**config.mk**
```make
export PLATFORM = sky130hd
export DESIGN_NAME = irda_link_ctrl
export DESIGN_NICKNAME = d
export VERILOG_FILES = /design/src/inc/irda_link_pkg.sv /design/src/idle_timer.sv /design/src/irda_link_ctrl.sv
export VERILOG_INCLUDE_DIRS = /design/src /design/src/inc
export SDC_FILE = /design/constraint.sdc
export NUM_CORES = 1
export LEC_CHECK = 0
export BUFFER_PORTS_ARGS = -buffer_cell sky130_fd_sc_hd__buf_4
export CORE_MARGIN = 5
export CORE_UTILIZATION = 52
export CTS_CLUSTER_DIAMETER = 30
export CTS_CLUSTER_SIZE = 12
export DETAILED_ROUTE_END_ITERATION = 10
export PLACE_DENSITY = 0.78
export SYNTH_ARGS = -nofsm -noshare
export SYNTH_HDL_FRONTEND = slang
export SYNTH_SLANG_ARGS = --single-unit
```
**constraint.sdc**
```tcl
create_clock -name CLK -period 2.1 [get_ports CLK]
set_input_delay 0.315 -clock CLK [delete_from_list [all_inputs] [get_ports CLK]]
set_output_delay 0.315 -clock CLK [all_outputs]
set_load 0.01 [all_outputs]
```
**src/inc/irda_link_defines.svh**
```systemverilog
// Timing, slot and field constants for the IR secondary link-state controller.
`ifndef IRDA_LINK_DEFINES_SVH
`define IRDA_LINK_DEFINES_SVH

`define CLK_FREQ_HZ 25000000
`define TICK_TIME_MS 1
`define TICK_CYCLES ((`CLK_FREQ_HZ / 1000) * `TICK_TIME_MS)
`define IDLE_TIMEOUT_S 10
`define IDLE_TIMEOUT_TICKS ((`IDLE_TIMEOUT_S * 1000) / `TICK_TIME_MS)

`define ANSWER_SLOT 3'h2
`define FIRST_SLOT 3'h0

`define RATE_BIT_9600 1
`define RATE_BIT_19200 2
`define RATE_BIT_38400 3
`define RATE_BIT_57600 4
`define RATE_BIT_115200 5
`define DEV_RATE_MASK 8'h3E

`endif

```
**src/inc/irda_link_pkg.sv**
```systemverilog
// Types shared by the IR secondary link-state controller.
package irda_link_pkg;

  typedef enum logic [3:0] {
    K_POLL, K_BCAST_ID, K_PARAMS, K_IAS_NAME, K_IAS_ADDR, K_IAS_CAPS,
    K_SVC_OPEN, K_DATA, K_SUPV, K_CLOSE
  } frame_kind_e;

  typedef enum logic [3:0] {
    R_XID, R_PARAMS, R_IAS_NAME, R_IAS_ADDR, R_IAS_CAPS, R_ACK,
    R_DATA, R_READY, R_REJECT
  } reply_kind_e;

  typedef enum logic [2:0] {
    RATE_9600, RATE_19200, RATE_38400, RATE_57600, RATE_115200
  } ir_rate_e;

  typedef enum logic [1:0] {
    ST_NDM, ST_DISC_PARAM, ST_DISC_IAS, ST_NCM
  } link_state_e;

  typedef struct packed {
    frame_kind_e kind;
    logic [2:0] slot;
    logic [7:0] rate_mask;
    logic crc_ok;
  } rx_frame_s;

  typedef struct packed {
    reply_kind_e kind;
    logic [7:0] rate_mask;
  } tx_reply_s;

endpackage : irda_link_pkg

```
**src/idle_timer.sv**
```systemverilog
// Inactivity timer: millisecond enable from a divider, then a tick count.
`timescale 1ns/1ps
module idle_timer #(
  parameter int TICK_CYCLES = 25000,
  parameter int TIMEOUT_TICKS = 10000
) (
  // Clock and reset
  input wire logic clk,
  input wire logic rst,
  // Control
  input wire logic run,
  input wire logic kick,
  // Result
  output logic expired
);

  localparam int PW = $clog2(TICK_CYCLES + 1);
  localparam int TW = $clog2(TIMEOUT_TICKS + 1);

  logic [PW-1:0] pre_q;
  logic [TW-1:0] ticks_q;
  logic tick;

  assign tick = (pre_q == PW'(TICK_CYCLES - 1));

  // A kick or a low run input restarts both stages so the full span is measured.
  always_ff @(posedge clk or posedge rst)
  begin
    if (rst)
    begin
      pre_q <= '0;
    end
    else if (!run || kick || tick)
    begin
      pre_q <= '0;
    end
    else
    begin
      pre_q <= pre_q + PW'(1);
    end
  end

  always_ff @(posedge clk or posedge rst)
  begin
    if (rst)
    begin
      ticks_q <= '0;
      expired <= 1'b0;
    end
    else
    begin
      expired <= 1'b0;
      if (!run || kick)
      begin
        ticks_q <= '0;
      end
      else if (tick)
      begin
        if (ticks_q == TW'(TIMEOUT_TICKS - 1))
        begin
          ticks_q <= '0;
          expired <= 1'b1;
        end
        else
        begin
          ticks_q <= ticks_q + TW'(1);
        end
      end
    end
  end

endmodule : idle_timer

```
**src/irda_link_ctrl.sv**
```systemverilog
// Link-state controller of an IR serial-replacement secondary station.
//
// Summary of operation
// - Disconnect-mode polling runs at 9600 baud.
// - Always answer poll number two.
// - Answer slot two in every poll series.
// - Disconnect mode answers alone; host held off.
// - Enter discovery after own reply and broadcast.
// - No timeout forces disconnect mode elsewhere.
// - Exchange parameters at 9600, then highest common.
// - Never offer or accept above 115.2 kbaud.
// - Answer service name, address, capability queries.
// - Discovery answers alone; host held off.
// - Connected: accept IR or serial, never both.
// - Stop host serial while IR data arrives.
// - Check frames; reject those with errors.
// - Keep exchanging frames without user data.
// - Acknowledge close, then return to disconnect.
// - Ten seconds without frames returns to disconnect.
// - Carrier detect only while link established.
`timescale 1ns/1ps
`include "irda_link_defines.svh"
module irda_link_ctrl #(
  parameter int TICK_CYCLES = `TICK_CYCLES,
  parameter int TIMEOUT_TICKS = `IDLE_TIMEOUT_TICKS
) (
  // Clock and reset
  input wire logic CLK,
  input wire logic RST,
  // Decoded frames from the IR receiver
  input wire logic RX_VALID,
  input wire irda_link_pkg::rx_frame_s RX_FRAME,
  // IR receiver activity pin
  input wire logic IR_RX_ACT,
  // Host has serial bytes waiting to go out
  input wire logic HOST_DATA_PEND,
  // Reply request to the IR transmitter
  output irda_link_pkg::tx_reply_s TX_FRAME,
  output logic TX_REQ,
  input wire logic TX_DONE,
  // Link status
  output irda_link_pkg::ir_rate_e IR_RATE,
  output irda_link_pkg::link_state_e LINK_MODE,
  output logic CARRIER_DET,
  // Host flow control and data path steering
  output logic HOST_STOP,
  output logic IR_DATA_EN,
  output logic SER_DATA_EN
);

  irda_link_pkg::link_state_e state_q;
  irda_link_pkg::ir_rate_e rate_q;
  irda_link_pkg::ir_rate_e rate_pend_q;
  logic busy_q;
  logic xid_sent_q;
  logic close_pend_q;
  logic param_pend_q;
  logic ir_s1_q;
  logic ir_s2_q;
  logic ir_s3_q;
  logic ir_act_q;
  logic take;
  logic good;
  logic timed_out;
  logic go;
  irda_link_pkg::reply_kind_e kind;
  irda_link_pkg::ir_rate_e best_rate;
  logic [7:0] common;

  // The pin is asynchronous; a level counts only once two later stages agree.
  always_ff @(posedge CLK or posedge RST)
  begin
    if (RST)
    begin
      ir_s1_q <= 1'b0;
      ir_s2_q <= 1'b0;
      ir_s3_q <= 1'b0;
      ir_act_q <= 1'b0;
    end
    else
    begin
      ir_s1_q <= IR_RX_ACT;
      ir_s2_q <= ir_s1_q;
      ir_s3_q <= ir_s2_q;
      if (ir_s2_q == ir_s3_q)
      begin
        ir_act_q <= ir_s3_q;
      end
    end
  end

  // Half duplex: a frame arriving while our own reply is in flight is dropped.
  assign take = RX_VALID && !busy_q;
  assign good = take && RX_FRAME.crc_ok;
  assign common = RX_FRAME.rate_mask & `DEV_RATE_MASK;

  // Highest rate both ends support; 9600 is the floor.
  always_comb
  begin
    best_rate = irda_link_pkg::RATE_9600;
    if (common[`RATE_BIT_115200])
    begin
      best_rate = irda_link_pkg::RATE_115200;
    end
    else if (common[`RATE_BIT_57600])
    begin
      best_rate = irda_link_pkg::RATE_57600;
    end
    else if (common[`RATE_BIT_38400])
    begin
      best_rate = irda_link_pkg::RATE_38400;
    end
    else if (common[`RATE_BIT_19200])
    begin
      best_rate = irda_link_pkg::RATE_19200;
    end
  end

  // Reply selection per mode; only the connected-mode data reply looks at the host.
  always_comb
  begin
    go = 1'b0;
    kind = irda_link_pkg::R_ACK;
    case (state_q)
      irda_link_pkg::ST_NDM:
      begin
        if (good && RX_FRAME.kind == irda_link_pkg::K_POLL && RX_FRAME.slot == `ANSWER_SLOT)
        begin
          go = 1'b1;
          kind = irda_link_pkg::R_XID;
        end
      end
      irda_link_pkg::ST_DISC_PARAM:
      begin
        if (good && RX_FRAME.kind == irda_link_pkg::K_PARAMS)
        begin
          go = 1'b1;
          kind = irda_link_pkg::R_PARAMS;
        end
      end
      irda_link_pkg::ST_DISC_IAS:
      begin
        if (good)
        begin
          go = 1'b1;
          case (RX_FRAME.kind)
            irda_link_pkg::K_IAS_NAME: kind = irda_link_pkg::R_IAS_NAME;
            irda_link_pkg::K_IAS_ADDR: kind = irda_link_pkg::R_IAS_ADDR;
            irda_link_pkg::K_IAS_CAPS: kind = irda_link_pkg::R_IAS_CAPS;
            irda_link_pkg::K_SVC_OPEN: kind = irda_link_pkg::R_ACK;
            default: go = 1'b0;
          endcase
        end
      end
      default:
      begin
        if (take && !RX_FRAME.crc_ok)
        begin
          go = 1'b1;
          kind = irda_link_pkg::R_REJECT;
        end
        else if (good)
        begin
          go = 1'b1;
          if (RX_FRAME.kind == irda_link_pkg::K_CLOSE)
          begin
            kind = irda_link_pkg::R_ACK;
          end
          else if (HOST_DATA_PEND && !ir_act_q)
          begin
            kind = irda_link_pkg::R_DATA;
          end
          else
          begin
            kind = irda_link_pkg::R_READY;
          end
        end
      end
    endcase
  end

  // Reply request is a one-cycle pulse; busy holds until the transmitter ends.
  always_ff @(posedge CLK or posedge RST)
  begin
    if (RST)
    begin
      TX_REQ <= 1'b0;
      TX_FRAME <= '0;
      busy_q <= 1'b0;
    end
    else
    begin
      TX_REQ <= go;
      if (go)
      begin
        TX_FRAME.kind <= kind;
        TX_FRAME.rate_mask <= `DEV_RATE_MASK;
        busy_q <= 1'b1;
      end
      else if (TX_DONE)
      begin
        busy_q <= 1'b0;
      end
    end
  end

  // Set wins over the slot-zero clear: a new series starting at slot two still counts.
  always_ff @(posedge CLK or posedge RST)
  begin
    if (RST)
    begin
      xid_sent_q <= 1'b0;
    end
    else if (state_q != irda_link_pkg::ST_NDM)
    begin
      xid_sent_q <= 1'b0;
    end
    else if (go)
    begin
      xid_sent_q <= 1'b1;
    end
    else if (good && RX_FRAME.kind == irda_link_pkg::K_POLL && RX_FRAME.slot == `FIRST_SLOT)
    begin
      xid_sent_q <= 1'b0;
    end
  end

  idle_timer #(
    .TICK_CYCLES(TICK_CYCLES),
    .TIMEOUT_TICKS(TIMEOUT_TICKS)
  ) u_idle (
    .clk(CLK),
    .rst(RST),
    .run(state_q == irda_link_pkg::ST_NCM),
    .kick(RX_VALID),
    .expired(timed_out)
  );

  // Mode sequencing. Disconnect mode has no timed exit.
  always_ff @(posedge CLK or posedge RST)
  begin
    if (RST)
    begin
      state_q <= irda_link_pkg::ST_NDM;
      rate_q <= irda_link_pkg::RATE_9600;
      rate_pend_q <= irda_link_pkg::RATE_9600;
      close_pend_q <= 1'b0;
      param_pend_q <= 1'b0;
    end
    else
    begin
      case (state_q)
        irda_link_pkg::ST_NDM:
        begin
          rate_q <= irda_link_pkg::RATE_9600;
          if (good && RX_FRAME.kind == irda_link_pkg::K_BCAST_ID && xid_sent_q)
          begin
            state_q <= irda_link_pkg::ST_DISC_PARAM;
          end
        end
        irda_link_pkg::ST_DISC_PARAM:
        begin
          // The new rate waits until our parameter reply has gone out at 9600.
          if (go)
          begin
            rate_pend_q <= best_rate;
            param_pend_q <= 1'b1;
          end
          else if (param_pend_q && TX_DONE)
          begin
            rate_q <= rate_pend_q;
            param_pend_q <= 1'b0;
            state_q <= irda_link_pkg::ST_DISC_IAS;
          end
        end
        irda_link_pkg::ST_DISC_IAS:
        begin
          if (good && RX_FRAME.kind == irda_link_pkg::K_SVC_OPEN)
          begin
            state_q <= irda_link_pkg::ST_NCM;
          end
        end
        default:
        begin
          if (timed_out)
          begin
            state_q <= irda_link_pkg::ST_NDM;
            rate_q <= irda_link_pkg::RATE_9600;
            close_pend_q <= 1'b0;
          end
          else if (go && kind == irda_link_pkg::R_ACK)
          begin
            close_pend_q <= 1'b1;
          end
          else if (close_pend_q && TX_DONE)
          begin
            close_pend_q <= 1'b0;
            state_q <= irda_link_pkg::ST_NDM;
            rate_q <= irda_link_pkg::RATE_9600;
          end
        end
      endcase
    end
  end

  // Host flow control and exclusive data path selection.
  always_ff @(posedge CLK or posedge RST)
  begin
    if (RST)
    begin
      HOST_STOP <= 1'b1;
      IR_DATA_EN <= 1'b0;
      SER_DATA_EN <= 1'b0;
      CARRIER_DET <= 1'b0;
      LINK_MODE <= irda_link_pkg::ST_NDM;
      IR_RATE <= irda_link_pkg::RATE_9600;
    end
    else
    begin
      HOST_STOP <= (state_q != irda_link_pkg::ST_NCM) || ir_act_q;
      IR_DATA_EN <= (state_q == irda_link_pkg::ST_NCM) && ir_act_q;
      SER_DATA_EN <= (state_q == irda_link_pkg::ST_NCM) && !ir_act_q;
      CARRIER_DET <= (state_q == irda_link_pkg::ST_NCM);
      LINK_MODE <= state_q;
      IR_RATE <= rate_q;
    end
  end
endmodule : irda_link_ctrl

```
### After elaboration in Yosys (flattened, before gate mapping)

Cells that the tools add are included.

* bits in registers: 61
* logic and storage cells: 141

* $add $sub $neg: 2
* equal/unequal tests: 22
* multiplexer cells: 51
* bitwise logic cells: 2
* reductions and logical operators: 41

Operators by type and width (count)
* $mux W14: 3
* $mux W3: 9
* $mux W2: 11
* $mux W1: 21
* $pmux W3 S3: 2
* $eq A4 B3 Y1 const B: 4
* $logic_and A1 B1 Y1: 16
* $add A15 B1 Y15 const B: 1
* $eq A15 B15 Y1 const B: 1
* $mux W15: 1
* $add A14 B1 Y14 const B: 1
* $eq A14 B14 Y1 const B: 1
* $pmux W4 S3: 1
* $ne A2 B2 Y1 const B: 5
* $eq A4 B2 Y1 const B: 2
* $reduce_bool A2 Y1: 4
* $pmux W2 S3: 1
* $reduce_and A2 Y1: 3
* $reduce_and A6 Y1: 1
* $reduce_bool A3 Y1: 2
* $ne A5 B1 Y1 const B: 1
* $reduce_and A5 Y1: 1
* $reduce_bool A5 Y1: 1
* $eq A2 B2 Y1 const B: 2
* other kinds (17): 23

### Longest topological paths before layout

Gate-level depths: netlist (run 1).

* depth in word-level cells: 12
* mapped depth: 9

### Hierarchy

A second synthesis (run 1) with hierarchy kept.

* cells, all modules: 321
* area total of the unflattened synthesis: 3326.9 um^2

Modules (own cells, without submodules)
* idle_timer: instances 1, cells each 177, area an instance 1741.7 um^2, sequential area each 750.7 um^2
* irda_link_ctrl: instances 1, cells each 144, area an instance 1585.3 um^2, sequential area each 777.0 um^2

### Worst setup path after synthesis (run 1)

OpenSTA, ideal clock, no wires.

* path type: register -> register
* start: register state_q[1]
* end: register rate_pend_q[0]
* setup time: 0.125 ns
* arrival time: 2.167 ns
* path slack: -0.192 ns
* cell stages (with the launch flop): 10
* path buffers: 1
* clock period less this slack: 2.292 ns
* cells stage by stage: dfrtp_1 > inv_1 > ha_1 > buf_2 > inv_1 > o21ai_0 > a311oi_1 > a22o_1 > or2_2 > mux2_2

* cells in the longest elaborated chain, start to end: 3
* elaborated cells between the ends (all ways): 5
* those cells by class: eq/ne (2); mux (1); reduce/logical (2)

RTL lines
* start, declared: RTL line irda_link_ctrl.sv:51 `irda_link_pkg::link_state_e state_q;`
* start signal, assigned: RTL line irda_link_ctrl.sv:244 `state_q <= irda_link_pkg::ST_NDM;`
* start signal, assigned: RTL line irda_link_ctrl.sv:258 `state_q <= irda_link_pkg::ST_DISC_PARAM;`
* start signal, assigned: RTL line irda_link_ctrl.sv:273 `state_q <= irda_link_pkg::ST_DISC_IAS;`
* $eq A2 B2 Y1, or another cell as far along: RTL line irda_link_ctrl.sv:124 `case (state_q)`
* $pmux W1 S3: RTL line irda_link_ctrl.sv:124
* $reduce_and A2 Y1 (no line) (*)
* end signal, assigned: RTL line irda_link_ctrl.sv:246 `rate_pend_q <= irda_link_pkg::RATE_9600;`
* end signal, assigned: RTL line irda_link_ctrl.sv:266 `rate_pend_q <= best_rate;`
* end, declared: RTL line irda_link_ctrl.sv:53 `irda_link_pkg::ir_rate_e rate_pend_q;`

Mark *: on every way between the ends. The rest lies on a longest branch, timed or not.
A chain may end at the register's enable or synchronous reset.

### Final worst setup path (run 1)

* start: register state_q[0]
* end: register state_q[0]

* cells in the longest elaborated chain, start to end: 6
* elaborated cells between the ends (all ways): 15
* those cells by class: eq/ne (8); mux (3); reduce/logical (4)

RTL lines
* $eq A2 B2 Y1, or another cell as far along: RTL line irda_link_ctrl.sv:124, irda_link_ctrl.sv:252
* $pmux W4 S3: RTL line irda_link_ctrl.sv:124
* $eq A4 B3 Y1: RTL line irda_link_ctrl.sv:291 `else if (go && kind == irda_link_pkg::R_ACK)`
* $logic_and A1 B1 Y1: RTL line irda_link_ctrl.sv:291
* $ne A5 B1 Y1 (no line)
* $reduce_and A6 Y1 (no line)

Parallel ways exist; a longest one is shown, timed or not.

==> results of run 1 <==
-- logic make-up (layout without fill, tap and decap cells) --
| group | count (synthesis) | in the layout | share of synthesized area [%] |
|---|---|---|---|
| AOI/OAI and AO/OA | 59 | 59 | 12.23 |
| and+or+nand+nor | 146 | 146 | 25.88 |
| DFF | 61 | 61 | 48.47 |
| muxes | 6 | 6 | 2.104 |
| other | 1 | 3 | 0.1190 |
| xor gates and xnor gates | 15 | 15 | 4.168 |
| buffers and inverters | 27 | 129 | 4.327 |
| adders and majority gates | 7 | 7 | 2.699 |
-- per-layer routing --
| metal | vias to the layer above | GRT usage [%] |
|---|---|---|
| met2 | 88 | 34.25 |
| met3 | 10 | 6.867 |
| li1 | 1349 | - |
| met5 | - | 0 |
| met1 | 1366 | 26.54 |
| met4 | 0 | 7.392 |
-- what timing repair did --
item                       4_1_cts  5_1_grt
setup buffers                    5        8
resized for setup               16       29
pin swaps                       13        7
cloned                           0        0
setup endpoints to repair       15       25
hold buffers                     0        0
-- sequential cells by signal (all words and copies together), names as in the netlist, 2 cells and up --
register        flops
rate_q              3
IR_RATE             3
u_idle.pre_q       15
u_idle.ticks_q     14
LINK_MODE           2
rate_pend_q         3
state_q             2
TX_FRAME            5
-- layout by cell type (no fill, tap or decap), types with 9 or more instances in the layout --
| cell | Yosys | final |
|---|---|---|
| buf_4 | 7 | 92 |
| dfrtp_1 | 60 | 59 |
| o21ai_0 | 20 | 15 |
| nand2b_1 | 9 | 9 |
| nand3_1 | 13 | 11 |
| xor2_1 | 10 | 10 |
| nor2_1 | 29 | 29 |
| clkbuf_8 | 0 | 10 |
| and3_1 | 10 | 10 |
| nand2_1 | 27 | 24 |
-- power by group through the flow --
stage | Combinational (W) | Sequential, W | Clock, W
3_5_place_dp | 0.00184 | 0.00155 | 0
2_1_floorplan | 0.000943 | 0.00158 | 0
3_3_place_gp | 0.00178 | 0.00154 | 0
4_1_cts | 0.00197 | 0.00153 | 0.00108
5_1_grt | 0.00238 | 0.00157 | 0.00114
6_report | 0.00217 | 0.00154 | 0.00105
-- worst max-delay path, cell delays in order, from the launching register on --
cell and delay (ns):
dfrtp_1 0.41, inv_2 0.07, ha_4 0.17, nor4bb_4 0.15
o21bai_2 0.22, a31oi_4 0.14, or4_4 0.54, nor4b_4 0.25
buf_4 0.17, o22a_1 0.13
-- through the flow --
stage	power, W	setup TNS (ns)	cells	area [um^2]	worst slack (ns)
6_report	0.004770	-1.990	501	4359	-0.2311
5_1_grt	0.005085	-3.970	501	4359	-0.3059
4_1_cts	0.004582	-1.132	493	4202	-0.1723
3_5_place_dp	0.003389	-2.095	472	3884	-0.3057
3_3_place_gp	0.003319	-1.513	472	3884	-0.2354
2_1_floorplan	0.002525	-0.2988	324	3211	-0.1309
-- layout make-up --
cell class | instances | area, um^2 | area share [%]
clock buffer | 10 | 137.6 | 3.157
clock inverter | 6 | 62.56 | 1.435
inverter | 11 | 41.29 | 0.9472
multi-input combinational | 236 | 1679 | 38.52
sequential | 61 | 1529 | 35.07
tap | 75 | 93.84 | 2.153
timing repair buffer | 102 | 815.8 | 18.71
-- worst max-delay path by stage --
stage / startpoint / to / slack [ns] / depth (start not counted)
6_report: state_q[0] / state_q[0] / -0.23 / 9
5_1_grt: state_q[0] / state_q[0] / -0.31 / 9
4_1_cts: state_q[0] / state_q[0] / -0.17 / 9
3_5_place_dp: state_q[0] / state_q[1] / -0.31 / 8
3_3_place_gp: RX_FRAME[13] / rate_q[1] / -0.24 / 7
2_1_floorplan: state_q[0] / state_q[1] / -0.13 / 8
==> summary.md, run 1 <==
| Metric | Value |
|---|---|
| DRT iter0 DRCs | `178` |
| CTS tree | `done` |
| Switch share | `34.03%` |
| Synth-to-layout area growth | `38.31%` |
| Yosys warns | `0` |
| Final Wtd Congestion | `0.8574` |
| Clock latency on the worst-skew pair | `0.35 ns` |
| R2R cell count | `9` |
| Netlist cell types | `55` |
| Initial antenna violation count | `0` |
| Met3 wire len | `around 530 um` |
| Cells after Synth | `322` |
| Count of input and output buffers | `36` |
| WHS | `0.03244 ns` |
| Final net count | `449` |
| Root buffer cell | `clkbuf_8` |
| Share of layout cells above drive strength 1 | `36.85%` |
| # rows | `28` |
| Met2 Wirelength | `between 3 and 4 mm` |
| Vias in the first global route | `2757` |
| Synth Register Bits | `61` |
| Highest metal used | `met4` |
| Avg Inst Size Synth | `9.788 um^2` |
| First-pass GRT wire length | `12.63 mm` |
| Most instantiated cells after synthesis | `60 x dfrtp_1, 29 x nor2_1, 27 x nand2_1` |
| Vias/cell | `approximately 5.6` |
| Post-Route WL | `7.793 mm` |
| Layout Utilization | `73.63%` |
| Io pins | `44` |
| Die width | `87.86 um` |
| Final setup viols | `17` |
| Die height | `87.86 um` |
| H-tree Lvls | `3` |
| Main synth FF type | `dfrtp_1` |
| Fmax | `429.0 MHz` |
| Die Footprint | `between 7000 and 8000 um^2` |
| Post-synth top area cell | `dfrtp_1` |
| Number of buffers created by CTS | `9` |
| Count leader, synth | `dfrtp_1` |
| Post-route setup slack | `-0.2311 ns` |
| GRT Total Usage | `21.10%` |
| Post-synthesis cell area | `3152 um^2` |
| CP Class | `flip-flop to flip-flop` |
| CP Launch Type | `flip-flop` |
| P_int | `0.003146 W` |
| Congestion Overflow GR | `0` |
| Max-slew violations | `0` |
| Clock share of power | `22.1%` |
| Power Density | `1094 nW/um^2` |
| Max Root-Sink Buffers | `2` |
| Clock sinks | `between 60 and 70` |
| R2r startpoint | `state_q[0]` |
| Share of the synthesized area in the top cell type | `47.64%` |
| Slew headroom | `64.66%` |
| Layout Skew | `about 0.006 ns` |
| Layout filler cell count | `411` |
| Reg power frac | `32.3%` |
| Failing checks | `setup timing` |
| P_sw | `0.001623 W` |
| Peak VDD IR | `723.7 uV` |
| Worst Path Required | `2.39 ns` |
| Reg2reg setup slack | `-0.23 ns` |
| RR Endpoint | `state_q[0]` |
| Remaining antenna violation count | `0` |
| Initial cell density of the core | `53.23%` |
| Per-cell routed wire length | `between 15 and 20 um` |
| M1 WL | `3.262 mm` |
| Post-DP HPWL | `approximately 5.3 mm` |
| Clock slew at reported path FFs | `0.07 ns` |
| Element type at the critical path end | `flip-flop` |
| Hold Path Class | `input pin to async pin` |
| CP Data Arrival Time | `2.62 ns` |
| Post-synth EDFFs | `0` |
| Number of max-cap violations | `0` |
| Largest net degree at the start of global routing | `62` |
| DR pass1 iterations | `4` |
| Seq/Total Area, Yosys | `around half` |
| Diodes inserted | `0` |
| Drt drc | `0` |
| Min Tclk post-route | `2.331 ns` |
| Critical Path Fanout Max | `5` |
| Logic gate share of total power | `45.6%` |
| Largest cells by area after synthesis | `dfrtp_1 48%, nor2_1 3.5%, nand2_1 3.2%, o21ai_0 3.2%, xor2_1 2.8%` |
| Core Box Area | `5921 um^2` |
| Fin crit share | `111.0%` |
| Vias | `2813` |
| Worst slew pin tran | `approximately 0.52 ns` |
| Hold Vio Cnt, Final | `0` |
| Status | `finished with violations` |
| Asr flop ratio synth | `between 90% and 100%` |
| RSZ-0062 raised after global routing | `true` |
| Pleak | `between 2 and 2.5 nW` |
Note: power is estimated with default switching activity, not from simulation.
==> run 2: changes to the inputs <==
CORE_ASPECT_RATIO = 1.1   (was not set)
==> summary.md, run 2 (synthesis results as in run 1) <==
| Metric | Value |
|---|---|
| First-pass GRT wire length | `12.85 mm` |
| Power Density | `approximately 1100 nW/um^2` |
| Layout Utilization | `approximately three quarters` |
| Critical Path Fanout Max | `8` |
| Met2 Wirelength | `4.048 mm` |
| Post-route setup slack | `-0.2384 ns` |
| Max Root-Sink Buffers | `2` |
| Largest net degree at the start of global routing | `42` |
| Remaining antenna violation count | `0` |
| Initial antenna violation count | `0` |
| Pleak | `2.069 nW` |
| Final Power | `0.004816 W` |
| R2r startpoint | `state_q[0]` |
| Number of max-cap violations | `0` |
| Switch share | `between 30% and 40%` |
| Io pins | `44` |
| Drt drc | `0` |
| RSZ-0062 raised after global routing | `true` |
| Congestion Overflow GR | `0` |
| Fin crit share | `111.4%` |
| Die width | `about 84 um` |
| Die Footprint | `7720 um^2` |
| Count of input and output buffers | `36` |
| Peak VDD IR | `approximately 530 uV` |
| Post-Route WL | `between 8 and 9 mm` |
| H-tree Lvls | `3` |
| Layout Skew | `0.007053 ns` |
| Share of layout cells above drive strength 1 | `37.62%` |
| Reg power frac | `32.0%` |
| Min Tclk post-route | `2.338 ns` |
| Worst Path Required | `2.38 ns` |
| CP Launch Type | `flip-flop` |
| Diodes inserted | `0` |
| Met3 wire len | `~420 um` |
| CP Class | `flip-flop to flip-flop` |
| Synth-to-layout area growth | `40.53%` |
| RR Endpoint | `rate_q[1]` |
| P_int | `0.003170 W` |
| Fmax | `427.6 MHz` |
| Core Box Area | `5842 um^2` |
| Commonest non-fill, non-tap cell in the layout | `buf_4` |
| Hold Path Class | `input pin to flip-flop` |
| Initial cell density of the core | `53.95%` |
| Final Wtd Congestion | `0.8972` |
| Max-slew violations | `0` |
| Failing checks | `setup timing` |
| Clock latency on the worst-skew pair | `0.34 ns` |
| DRT iter0 DRCs | `201` |
| Per-cell routed wire length | `15.87 um` |
| Number of buffers created by CTS | `9` |
| Clock sinks | `approximately 60` |
| Logic gate share of total power | `47.3%` |
| Root buffer cell | `clkbuf_8` |
| Clock share of power | `20.8%` |
| CP Data Arrival Time | `about 2.6 ns` |
| Vias | `2847` |
| CTS tree | `done` |
| Max reg flops | `15` |
| Hold EP | `ir_s1_q` |
| P_sw | `0.001646 W` |
| Vias/cell | `approximately 5.6` |
| Element type at the critical path end | `flip-flop` |
| Final setup viols | `16` |
| M1 WL | `approximately 3.4 mm` |
| Worst hold path depth | `1` |
| DR pass1 iterations | `4` |
| # rows | `29` |
| Clock slew at reported path FFs | `0.07 ns` |
| Top reg by flops | `u_idle.pre_q` |
| Most frequent cells in the layout | `92 x buf_4, 59 x dfrtp_1, 29 x nor2_1` |
| Worst Hold Launch | `IR_RX_ACT` |
| Reg2reg setup slack | `-0.24 ns` |
| Final net count | `around 450` |
| Post-DP HPWL | `5.140 mm` |
| Top flop regs | `u_idle.pre_q: 15 flops, u_idle.ticks_q: 14 flops, TX_FRAME: 5 flops` |
| R2R cell count | `9` |
| Vias in the first global route | `2783` |
| Die height | `91.65 um` |
| Hold Vio Cnt, Final | `0` |
| Highest metal used | `met4` |
| GRT Total Usage | `20.37%` |
| Status | `finished with violations` |
## run 2: area by class of cell
type,count,area (um^2)
inverter,11,41.29
timing repair buffer,104,842.1
fill,403,1413
clock inverter,3,17.52
sequential,61,1529
multi-input combinational,236,1724
tap,77,96.34
clock buffer,13,178.9
## run 2: per-layer routing
layer  vias to the layer above  track usage, %
li1                       1348               -
met1                      1391           24.74
met2                        88           34.21
met3                        20           6.004
met4                         0           7.775
met5                         -               0
## run 2: worst max-delay path, cell delays in order, from the launching register on
cell and delay (ns):
dfrtp_1 0.41, buf_4 0.16, ha_4 0.18, nor4bb_1 0.14
nor2_1 0.19, nand2_1 0.11, or4_4 0.50, nor4b_4 0.30
buf_4 0.16, a211o_1 0.11
## run 2: metrics by stage
| stage | setup TNS (ns) | cells | hold WS, ns | area [um^2] | setup WS (ns) |
|---|---|---|---|---|---|
| 2_1_floorplan | -0.2988 | 324 | 0.3312 | 3211 | -0.1309 |
| 3_3_place_gp | -1.294 | 468 | 0.3322 | 3841 | -0.2175 |
| 3_5_place_dp | -1.785 | 468 | 0.3387 | 3841 | -0.3205 |
| 4_1_cts | -1.307 | 491 | 0.06796 | 4161 | -0.1918 |
| 5_1_grt | -3.756 | 505 | 0.05943 | 4429 | -0.3722 |
| 6_report | -1.839 | 505 | 0.08372 | 4429 | -0.2384 |
## run 2: worst max path at each step
stage                           from  slack [ns]          to  cells after the start
final                     state_q[0]       -0.24   rate_q[1]                      9
after global routing      state_q[0]       -0.37   rate_q[1]                      9
after CTS                 state_q[0]       -0.19  state_q[0]                      9
after detailed placement  state_q[0]       -0.32  state_q[1]                      8
after global placement    state_q[0]       -0.22  state_q[1]                      8
after floorplan           state_q[0]       -0.13  state_q[1]                      8
## run 2: power groups by stage
| stage | clock network (W) | logic, W | registers [W] |
|---|---|---|---|
| 2_1_floorplan | 0 | 0.000943 | 0.00158 |
| 3_3_place_gp | 0 | 0.00173 | 0.00154 |
| 3_5_place_dp | 0 | 0.00179 | 0.00156 |
| 4_1_cts | 0.00103 | 0.00192 | 0.00154 |
| 5_1_grt | 0.00109 | 0.00245 | 0.00157 |
| 6_report | 0.00100 | 0.00228 | 0.00154 |
## run 2: repair_timing
item | in CTS | in global routing
gates resized for setup | 15 | 41
endpoints found under the hold margin | 19 | 0
hold buffers | 1 | 0
setup endpoints to repair | 20 | 30
gates cloned | 0 | 1
pin swaps | 13 | 22
setup buffers | 6 | 15
